**src/hw/fsq_defines.svh**
```systemverilog
// constants of the led driver fault sequencer
//
// Summary of operation
// - a low-side overcurrent ends the switching pulse early, every cycle, with no latched fault
// - an overcurrent lasting beyond 64 switching cycles stops both drives, flags, hiccups, restarts
// - the current-limit fault count and the output-undervoltage input are ignored for 3 ms during startup
// - LED overcurrent stops both drives and flags at once; hiccup after 2 cycles
// - output undervoltage stops drives at once; beyond 30 cycles hiccup, then soft-start
// - either overvoltage stops both drives and flags at once; hiccup after 1 cycle
// - input undervoltage stops both drives and flags; soft-start restart once supply recovers
// - regulator rail undervoltage stops only the low-side drive and flags until recovery
// - overtemperature stops the low-side drive and flags; soft-start restart once cooled
// - series-switch drive undervoltage stops both drives, flags, then soft-start restart
// - a faulted timing pin makes the oscillator run at the 350 kHz default
// - a shorted error-amplifier output holds the regulator at minimum duty cycle
// - every hiccup period lasts 26.5 ms before the restart sequence, unless a hold fault (hold_req) ends it early
// - fault counts are measured in switching clock cycles
// - the soft-start node is discharged at once when a hiccup period begins
// - the active-low fault flag is asserted for any unblanked fault except cycle-by-cycle overcurrent, timing-pin and error-amplifier faults
`ifndef FSQ_DEFINES_SVH
`define FSQ_DEFINES_SVH

`define FSQ_CLK_HZ 100000000
`define FSQ_DEFAULT_OSC_HZ 350000
`define FSQ_DEFAULT_PERIOD (`FSQ_CLK_HZ / `FSQ_DEFAULT_OSC_HZ)
`define FSQ_HICCUP_MS 26.5
`define FSQ_BLANK_MS 3.0
`define FSQ_OC_COUNT 64
`define FSQ_UV_COUNT 30
`define FSQ_LED_MASK_COUNT 2
`define FSQ_OV_MASK_COUNT 1
`define FSQ_MIN_ON_CYCLES 16'h000A
`define FSQ_MIN_PERIOD 16'h0002

`endif

```
**src/hw/fsq_pkg.sv**
```systemverilog
// types shared by the led driver fault sequencer
package fsq_pkg;

  // fault indications from the analog comparators
  typedef struct packed {
    logic low_side_oc;
    logic led_oc;
    logic output_uv;
    logic fixed_ov;
    logic prog_ov;
    logic supply_uv;
    logic rail_uv;
    logic overtemp;
    logic series_uv;
    logic timing_pin_fault;
    logic comp_short;
  } fsq_faults_t;

  // drive and status outputs toward the power stage
  typedef struct packed {
    logic low_side_gate_drive;
    logic series_switch_drive;
    logic fault_flag_n;
    logic soft_start_discharge;
    logic soft_start_active;
    logic min_duty;
  } fsq_drive_t;

  typedef enum logic [4:0] {
    S_START  = 5'h01,
    S_RUN    = 5'h02,
    S_MASK   = 5'h04,
    S_HICCUP = 5'h08,
    S_HOLD   = 5'h10
  } fsq_state_t;

endpackage : fsq_pkg

```
**src/hw/fsq_fault_sequencer.sv**
```systemverilog
// fault sequencer of the led current controller
`timescale 1ns/1ps
`include "fsq_defines.svh"
module fsq_fault_sequencer import fsq_pkg::*; #(
  parameter int PERIOD_W = 16,
  parameter int TIMER_W = 22,
  parameter int HICCUP_CYCLES = int'(`FSQ_HICCUP_MS * `FSQ_CLK_HZ / 1000.0),
  parameter int BLANK_CYCLES = int'(`FSQ_BLANK_MS * `FSQ_CLK_HZ / 1000.0)
) (
  // clock and reset
  input wire logic clk,
  input wire logic reset,
  // fault indications
  input wire fsq_faults_t faults,
  // loop requests
  input wire logic pwm_request,
  input wire logic dim_request,
  input wire logic [PERIOD_W-1:0] osc_period,
  // power stage
  output fsq_drive_t drive,
  output logic switch_tick
);

  localparam int CNT_W = 8;

  // ----------------------------------------------------------------
  // oscillator
  // ----------------------------------------------------------------
  wire logic [PERIOD_W-1:0] phase;

  fsq_switch_osc #(
    .W(PERIOD_W)
  ) u_osc (
    .clk(clk),
    .reset(reset),
    .period(osc_period),
    .use_default(faults.timing_pin_fault),
    .tick(switch_tick),
    .phase(phase)
  );

  // ----------------------------------------------------------------
  // state and timers
  // ----------------------------------------------------------------
  fsq_state_t state;
  fsq_state_t next_state;
  logic [CNT_W-1:0] mask_limit;

  wire logic blank_done;
  wire logic hiccup_done;
  wire logic mask_done;
  wire logic oc_trip;
  wire logic uv_trip;

  wire logic in_start = state == S_START;
  wire logic in_run = state == S_RUN;
  wire logic in_mask = state == S_MASK;
  wire logic in_hiccup = state == S_HICCUP;
  wire logic in_hold = state == S_HOLD;
  wire logic running = in_start || in_run;

  // startup blanking of the current limit and output undervoltage
  wire logic blanking = in_start && !blank_done;
  wire logic oc_seen = faults.low_side_oc && !blanking;
  wire logic uv_seen = faults.output_uv && !blanking;
  wire logic ov_any = faults.fixed_ov || faults.prog_ov;
  wire logic hold_req = faults.supply_uv || faults.overtemp || faults.series_uv;
  wire logic mask_req = faults.led_oc || ov_any;
  wire logic [CNT_W-1:0] new_mask_limit = ov_any ? CNT_W'(`FSQ_OV_MASK_COUNT) : CNT_W'(`FSQ_LED_MASK_COUNT);

  fsq_step_counter #(
    .W(TIMER_W)
  ) u_blank (
    .clk(clk),
    .reset(reset),
    .run(in_start),
    .step(1'b1),
    // count starts at zero on the entry cycle, so the last blanked cycle is one short of the span
    .limit(TIMER_W'(BLANK_CYCLES - 1)),
    .done(blank_done)
  );

  fsq_step_counter #(
    .W(TIMER_W)
  ) u_hiccup (
    .clk(clk),
    .reset(reset),
    .run(in_hiccup),
    .step(1'b1),
    // hiccup state stands exactly HICCUP_CYCLES cycles
    .limit(TIMER_W'(HICCUP_CYCLES - 1)),
    .done(hiccup_done)
  );

  // counts switching ticks spent in the mask interval
  fsq_step_counter #(
    .W(CNT_W)
  ) u_mask (
    .clk(clk),
    .reset(reset),
    .run(in_mask),
    .step(switch_tick),
    .limit(mask_limit),
    .done(mask_done)
  );

  // trips one count past the threshold
  fsq_step_counter #(
    .W(CNT_W)
  ) u_oc (
    .clk(clk),
    .reset(reset),
    .run(oc_seen && running),
    .step(switch_tick),
    .limit(CNT_W'(`FSQ_OC_COUNT + 1)),
    .done(oc_trip)
  );

  fsq_step_counter #(
    .W(CNT_W)
  ) u_uv (
    .clk(clk),
    .reset(reset),
    .run(uv_seen && running),
    .step(switch_tick),
    .limit(CNT_W'(`FSQ_UV_COUNT + 1)),
    .done(uv_trip)
  );

  // ----------------------------------------------------------------
  // sequencing
  // ----------------------------------------------------------------
  always_comb begin
    next_state = state;
    case (state)
      S_START, S_RUN: begin
        if (hold_req) begin
          next_state = S_HOLD;
        end else if (mask_req) begin
          next_state = S_MASK;
        end else if (oc_trip || uv_trip) begin
          next_state = S_HICCUP;
        end else if (in_start && blank_done) begin
          next_state = S_RUN;
        end
      end
      S_MASK: begin
        if (hold_req) begin
          next_state = S_HOLD;
        end else if (mask_done) begin
          next_state = S_HICCUP;
        end
      end
      S_HICCUP: begin
        if (hold_req) begin
          next_state = S_HOLD;
        end else if (hiccup_done) begin
          next_state = S_START;
        end
      end
      S_HOLD: begin
        if (!hold_req) begin
          next_state = S_START;
        end
      end
      default: begin
        next_state = S_START;
      end
    endcase
  end

  always_ff @(posedge clk) begin
    if (reset) begin
      state <= S_START;
    end else begin
      state <= next_state;
    end
  end

  always_ff @(posedge clk) begin
    if (reset) begin
      mask_limit <= CNT_W'(`FSQ_OV_MASK_COUNT);
    end else if (running && mask_req) begin
      mask_limit <= new_mask_limit;
    end
  end

  // ----------------------------------------------------------------
  // switching pulse
  // ----------------------------------------------------------------
  logic pulse_on;
  wire logic min_on_end = faults.comp_short && (phase >= PERIOD_W'(`FSQ_MIN_ON_CYCLES));
  wire logic pulse_end = faults.low_side_oc || min_on_end;
  wire logic next_pulse_on = switch_tick ? 1'b1 : (pulse_end ? 1'b0 : pulse_on);

  always_ff @(posedge clk) begin
    if (reset) begin
      pulse_on <= 1'b0;
    end else begin
      pulse_on <= next_pulse_on;
    end
  end

  // ----------------------------------------------------------------
  // outputs
  // ----------------------------------------------------------------
  wire logic both_off = faults.led_oc || ov_any || faults.supply_uv || faults.series_uv || uv_seen;
  wire logic low_off = both_off || faults.rail_uv || faults.overtemp;
  wire logic fault_any = both_off || faults.rail_uv || faults.overtemp || oc_trip || !running;

  fsq_drive_t next_drive;

  always_comb begin
    next_drive.low_side_gate_drive = running && !low_off && pulse_on && !pulse_end && pwm_request;
    next_drive.series_switch_drive = running && !both_off && dim_request;
    next_drive.fault_flag_n = !fault_any;
    next_drive.soft_start_discharge = in_hiccup || in_mask || in_hold;
    next_drive.soft_start_active = in_start;
    next_drive.min_duty = faults.comp_short;
  end

  always_ff @(posedge clk) begin
    if (reset) begin
      drive <= '{1'b0, 1'b0, 1'b1, 1'b0, 1'b0, 1'b0};
    end else begin
      drive <= next_drive;
    end
  end

endmodule : fsq_fault_sequencer

```
**src/hw/fsq_step_counter.sv**
```systemverilog
// saturating step counter, cleared whenever run is low
`timescale 1ns/1ps
module fsq_step_counter import fsq_pkg::*; #(
  parameter int W = 8
) (
  // clock and reset
  input wire logic clk,
  input wire logic reset,
  // control
  input wire logic run,
  input wire logic step,
  input wire logic [W-1:0] limit,
  // status
  output logic done
);

  logic [W-1:0] count;
  wire logic at_limit = count >= limit;
  wire logic [W-1:0] next_count = !run ? '0 : (step && !at_limit) ? count + W'(1) : count;

  always_ff @(posedge clk) begin
    if (reset) begin
      count <= '0;
    end else begin
      count <= next_count;
    end
  end

  assign done = run && at_limit;

endmodule : fsq_step_counter

```
**src/hw/fsq_switch_osc.sv**
```systemverilog
// switching oscillator: one tick per switching period
`timescale 1ns/1ps
`include "fsq_defines.svh"
module fsq_switch_osc import fsq_pkg::*; #(
  parameter int W = 16
) (
  // clock and reset
  input wire logic clk,
  input wire logic reset,
  // control
  input wire logic [W-1:0] period,
  input wire logic use_default,
  // timing
  output logic tick,
  output logic [W-1:0] phase
);

  wire logic bad_period = period < W'(`FSQ_MIN_PERIOD);
  wire logic [W-1:0] cur_period = (use_default || bad_period) ? W'(`FSQ_DEFAULT_PERIOD) : period;
  wire logic wrap = phase >= cur_period - W'(1);
  wire logic [W-1:0] next_phase = wrap ? '0 : phase + W'(1);

  always_ff @(posedge clk) begin
    if (reset) begin
      phase <= '0;
      tick <= 1'b0;
    end else begin
      phase <= next_phase;
      tick <= wrap;
    end
  end

endmodule : fsq_switch_osc
```
**config.mk**
```make
export PLATFORM = sky130hd
export DESIGN_NAME = fsq_fault_sequencer
export DESIGN_NICKNAME = d
export VERILOG_FILES = /design/src/hw/fsq_pkg.sv /design/src/hw/fsq_fault_sequencer.sv /design/src/hw/fsq_step_counter.sv /design/src/hw/fsq_switch_osc.sv
export VERILOG_INCLUDE_DIRS = /design/src /design/src/hw
export SDC_FILE = /design/constraint.sdc
export NUM_CORES = 1
export LEC_CHECK = 0
export ABC_AREA = 1
export BUFFER_PORTS_ARGS = -buffer_cell sky130_fd_sc_hd__buf_2
export CAP_MARGIN = 20
export CORE_UTILIZATION = 40
export CTS_CLUSTER_SIZE = 28
export DETAILED_ROUTE_END_ITERATION = 12
export PLACE_DENSITY = 0.57
export SYNTH_ARGS = -nofsm -noshare
export SYNTH_HDL_FRONTEND = slang
export SYNTH_SLANG_ARGS = --single-unit
```
**constraint.sdc**
```tcl
create_clock -name clk -period 3.7 [get_ports clk]
set_clock_uncertainty 0.2 [all_clocks]
set_input_delay 0.185 -clock clk [delete_from_list [all_inputs] [get_ports clk]]
set_output_delay 0.185 -clock clk [all_outputs]
set_load 0.02 [all_outputs]
```
### Yosys cells after proc, flatten, opt, wreduce, memory -nomap -nowiden

Cells that the tools add are included.

| word-level totals | value |
|---|---|
| bits of input ports | 31 |
| flip-flop bits (word level) | 105 |
| output and inout bits | 7 |
| word-level logic and storage cells | 117 |

| operators by class | value |
|---|---|
| bitwise operators | 5 |
| equality and inequality tests | 9 |
| $lt $le $gt $ge | 8 |
| reduce and logical (&&, ||, !) cells | 58 |
| multiplexer cells | 14 |
| add/sub/neg operators | 7 |

Operator list:

| kind | number |
|---|---|
| two-way mux 5 bit | 9 |
| adder 22 x 1 -> 22 bit, second input constant | 2 |
| adder 8 x 1 -> 8 bit, second input constant | 3 |
| greater-or-equal comparator 22 x 19 -> 1 bit, second input constant | 1 |
| greater-or-equal comparator 22 bit, second input constant | 1 |
| logical AND 1 bit | 22 |
| case mux 5 bit (4 select lines) | 1 |
| logical OR 1 bit | 17 |
| adder 16 x 1 -> 16 bit, second input constant | 1 |
| greater-or-equal comparator 16 bit | 1 |
| greater-or-equal comparator 16 x 4 -> 1 bit, second input constant | 1 |
| less-than comparator 16 x 2 -> 1 bit, second input constant | 1 |
| two-way mux 16 bit | 1 |
| subtractor 16 x 1 -> 16 bit, second input constant | 1 |
| OR reduction 2 bit | 7 |
| zero test 1 bit | 10 |
| greater-or-equal comparator 8 x 5 -> 1 bit, second input constant | 1 |
| greater-or-equal comparator 8 x 7 -> 1 bit, second input constant | 1 |
| greater-or-equal comparator 8 bit | 1 |
| != test 3 x 2 -> 1 bit, second input constant | 2 |
| == test 5 x 1 -> 1 bit, second input constant | 1 |
| == test 5 x 2 -> 1 bit, second input constant | 1 |
| == test 5 x 3 -> 1 bit, second input constant | 1 |
| == test 5 x 4 -> 1 bit, second input constant | 1 |
| 8 further kinds | 13 |

### Longest topological paths before layout

| depth | value |
|---|---|
| depth in word-level cells | 14 |
| depth in mapped cells | 21 |
| gate-level depth less buffers | 21 |

### By module

Synthesis repeated with hierarchy kept, for this count alone.

| second synthesis, totals | value |
|---|---|
| cells, all modules | 1522 |
| area, all modules | 9432.8 um2 |

Modules (own cells, without submodules):

| module | cells an instance | area each (um2) | times used |
|---|---|---|---|
| fsq_step_counter at u_blank ... | 397 | 2277.2 | 2 |
| fsq_step_counter at u_mask ... | 118 | 772.0 | 3 |
| fsq_switch_osc | 247 | 1697.9 | 1 |
| fsq_fault_sequencer | 127 | 864.6 | 1 |

### Worst setup path before layout

Ideal clock, no wire load.

| path | value |
|---|---|
| kind | input port to flip-flop |
| start | input port osc_period[12] |
| end | register u_osc.phase[10] |
| cell stages on the path | 19 |
| setup slack | 0.703 ns |
| data arrival time | 2.669 ns |
| setup time | 0.128 ns |
| required time | 3.372 ns |
| cell sequence | nor4_2 > nand3_2 > nand2_2 > buf_6 > nor2_2 > ha_1 > nand3_2 > nor2_2 > nand3_1 > nand2_1 > nand2_1 > inv_1 > ha_1 > nand4_1 > nor3_1 > nand3_1 > nand4_1 > clkbuf_1 > nor2_1 |

| on the way | value |
|---|---|
| word-level cells in the longest chain between the ends | 6 |

Ends and longest elaborated chain:

| what | RTL line | text |
|---|---|---|
| start, declared | fsq_fault_sequencer.sv:18 | `input wire logic [PERIOD_W-1:0] osc_period,` |
| less-than comparator 16 x 2 -> 1 bit | fsq_switch_osc.sv:18 | `` wire logic bad_period = period < W'(`FSQ_MIN_PERIOD); `` |
| logical OR 1 bit | fsq_switch_osc.sv:19 | `` wire logic [W-1:0] cur_period = (use_default \|\| bad_period) ? W'(`FSQ_DEFAULT_PERIOD) : period; `` |
| two-way mux 16 bit (*) | fsq_switch_osc.sv:19 |  |
| subtractor 16 x 1 -> 16 bit (*) | fsq_switch_osc.sv:20 | `wire logic wrap = phase >= cur_period - W'(1);` |
| greater-or-equal comparator 16 bit (*) | fsq_switch_osc.sv:20 |  |
| OR reduction 2 bit (no line) (*) | - |  |
| end signal, assigned | fsq_switch_osc.sv:28 | `phase <= next_phase;` |
| end, declared | fsq_switch_osc.sv:15 | `output logic [W-1:0] phase` |

Mark *: on every way between the ends. The rest lies on a longest branch, timed or not.
A chain may end at the register's enable or synchronous reset.

### Worst setup path after layout

| path | value |
|---|---|
| start | input port osc_period[12] |
| end | register u_osc.phase[13] |

Same word-level chain as after synthesis.

==> flow_metrics.py <==
metrics = {
    "layout": {
        "final_common_cell": "nand2_1",
        "fin_nets": 926,
        "syn_to_final_growth_pct": 13.89,
        "final_cell_mix": "nand2_1, nor2_1, inv_1, dfxtp_1, a21oi_1",
        "drive_gt1_share_pct": 15.60,
        "num_antenna_cells": 0,
    },
    "hold_path": {
        "holdPathStages": 4,
        "hp-start": "faults[10]",
        "hold_path_class": "input pin to flip-flop",
        "hold-path-endpoint": "pulse_on",
    },
    "die": {
        "die_width_um": 122.0,
        "top_level_ports": 38,
        "die-height_um": 122.0,
        "rows": 43,
        "coreArea_um2": 13930,
        "initial_utilization_pct": 41.30,
        "die_area_um2": 14870,
    },
    "synth": {
        "synthFlopType": "dfxtp_1",
        "postSynthAreaPerCell_um2": 7.071,
        "syn_area_um2": 5756,
        "synth_edf_count": 0,
        "synth-seq-cells": 99,
        "yosysSeqAreaShare_pct": 34.43,
        "syn_inst": 814,
        "ys_warn_count": 0,
        "async_flop_share_pct": 0,
        "synth_cell_types": 47,
        "syn-num-nets": 873,
    },
    "sta": {
        "finalSetupViolCount": 0,
        "fin_setup_tns_ns": 0,
        "worst_pin_slew_ns": 0.5637,
        "hold_viol_final": 0,
        "layout_min_cycle_time_ns": 3.038,
        "relSlewSlack_pct": 62.38,
        "grt_setup_unrepaired": "false",
        "period_share_pct": 82.12,
        "max_freq_ghz": 0.3291,
        "hold_ws_ns": 0.005664,
        "drv_slew": 0,
    },
    "critical_path": {
        "worstPathRequired_ns": 3.73,
        "path_class": "input pin to flip-flop",
        "slowest_delay_ns": 0.31,
        "crit_path_frequent_cell": "nand4_1",
        "r2r-start": "u_blank.count[0]",
        "r2r-end": "drive[5]",
        "reg2regPathDepth": 9,
        "startpoint_type": "input pin",
        "crit_chain": "buf_2 > nor4_2 > nand3_2 > nand2_2 > inv_2 > nand2_1 > ha_1 > nand3_2 > nor2_2 > nand4_1 > nand2_1 > inv_1 > ha_1 > nand4_1 > nor3_1 > nand3_1 > nand4_1 > buf_4 > nor3b_1",
        "crit_slowest_cell": "nor4_2",
        "r2r_setup_slack_ns": 1.26,
        "crit_path_end_kind": "flip-flop",
        "critPathMaxFanout": 12,
        "arrival_ns": 3.07,
    },
    "placed_design": {
        "hpwl_um": 9115,
        "io_buffers": 37,
        "gp_congestion": 0.8017,
    },
    "job": {
        "drv_cap": 0,
    },
    "route": {
        "viasPerCell": 4.771,
        "route.detailed.drc": 0,
        "num_vias": 5019,
        "first_pass_iters": 4,
        "routed_wl_um": 11900,
        "routedWlPerCell_um": 11.32,
        "first_iter_violations": 231,
        "ant_nets": 0,
    },
    "pwr": {
        "combPwrFrac_pct": 17.2,
        "intPower_mw": 1.809,
        "swShare_pct": 28.80,
        "fin_total_pwr_mw": 2.541,
        "p_per_area_nw_per_um2": 387.7,
        "ir_drop_mv": 0.2746,
        "leakage_nw": 2.722,
        "p_switching_mw": 0.7317,
        "clkPwrFrac_pct": 38.3,
        "p_seq_share_pct": 44.5,
    },
    "clock_network": {
        "clock-sinks": 99,
        "cts_root_buf": "clkbuf_16",
        "postCtsSetupBuffers": 0,
        "cts_tree": "done",
        "cts_buffers": 9,
        "clkLatencyLatePin_ns": 0.35,
        "cts_resized": 0,
        "clockBufferDepth": 2,
        "htreeDepth": 3,
        "cts.clk_slew.worst_paths_ns": 0.07,
    },
    "global_routing": {
        "grt_antenna_before_repair": 0,
        "grt_usage_pct": 17.17,
        "grt.overflow.total": 0,
        "grt_pass1_wl_um": 20360,
        "grt_max_degree": 17,
        "grt_pass1_vias": 4549,
    },
    "outcome": {
        "outcome": "completed",
    },
}
==> flip-flops by register name, indices dropped and copies added, names as in the netlist <==
signal          cells
pulse_on            1
u_osc.phase        16
u_uv.count          8
u_osc.tick          1
drive               6
u_hiccup.count     22
state               5
mask_limit          2
u_mask.count        8
u_blank.count      22
u_oc.count          8
==> metrics by stage <==
step           std cells  utilization [%]  setup slack, ns  area (um2)
2_1_floorplan        814                -           0.7030        5756
3_3_place_gp        1025            44.01           0.4009        6132
3_5_place_dp        1025            44.01           0.3286        6132
4_1_cts             1052            47.04           0.6948        6555
5_1_grt             1052            47.04           0.3485        6555
6_report            1052            47.04           0.6616        6555
==> power by group through the flow <==
stage	clock network (mW)	registers, mW	logic (mW)
after floorplan	0	1.16	0.316
after global placement	0	1.16	0.432
after detailed placement	0	1.16	0.427
after CTS	1.02	1.13	0.438
after global routing	1.06	1.14	0.492
final	0.974	1.13	0.436
==> layer usage <==
metal | vias to the layer above | global-route usage (%) | share of wire [%]
li1 | 2745 | - | -
met1 | 2192 | 22.89 | 50
met2 | 73 | 27.65 | 45
met3 | 9 | 3.792 | 3.5
met4 | 0 | 4.938 | 1.2
met5 | - | 0 | 0
==> layout make-up <==
class                      count  area (um2)
inverter                     131       494.2
clock buffer                  12       256.5
clock inverter                 4       56.30
tap                          180       225.2
sequential                    99        1982
fill                        1438        7380
multi-input combinational    576        3231
timing repair buffer          50       310.3
==> Yosys cell counts (5+ instances only) <==
cell       n  area (um2)
a21oi_1   56       280.3
dfxtp_1   99        1982
ha_1      28       350.3
inv_1    113       424.2
inv_2     15       56.30
nand2_1  144       540.5
nand2_2    9       56.30
nand3_1   39       195.2
nand3_2   12       120.1
nand4_1   21       131.4
nor2_1   114       427.9
nor2_2    18       112.6
nor2_4     6       67.56
nor3_1    22       110.1
nor3b_1    5       37.54
nor4_1     8       50.05
o21a_1     5       37.54
o21ai_0   30       150.1
o21ai_1    6       30.03
xor2_1    19       166.4
==> worst max path at each step <==
stage | start | to | slack (ns) | cells past startpoint
after floorplan | osc_period[12] | u_osc.phase[10] | 0.70 | 19
after global placement | osc_period[12] | u_osc.phase[13] | 0.40 | 19
after detailed placement | osc_period[12] | u_osc.phase[13] | 0.33 | 19
after CTS | osc_period[12] | u_osc.phase[13] | 0.69 | 19
after global routing | osc_period[10] | u_osc.phase[12] | 0.35 | 21
final | osc_period[12] | u_osc.phase[13] | 0.66 | 19
==> logic make-up (layout without fill, tap and decap cells) <==
logic type / after synthesis / count (layout) / synth area share [%]
AND/OR/NAND/NOR: 417 / 417 / 36.22
XOR/XNOR: 22 / 22 / 3.348
adder cells (fa/ha/maj): 28 / 28 / 6.087
flip-flops: 99 / 99 / 34.43
buffers and inverters: 139 / 197 / 9.435
AO/OA/AOI/OAI: 109 / 109 / 10.48
==> critical path, delay by kind of cell <==
kind | cells | cell delay [ns]
adders and majority gates | 2 | 0.47
buffers and inverters | 4 | 0.48
and+or+nand+nor | 13 | 1.91
==> what timing repair did <==
item | CTS | global route
hold buffers | 11 | 0
endpoints found under the setup margin | 0 | 0
endpoints found under the hold margin | 8 | 0
No activity file was read; power rests on OpenSTA's default activity.
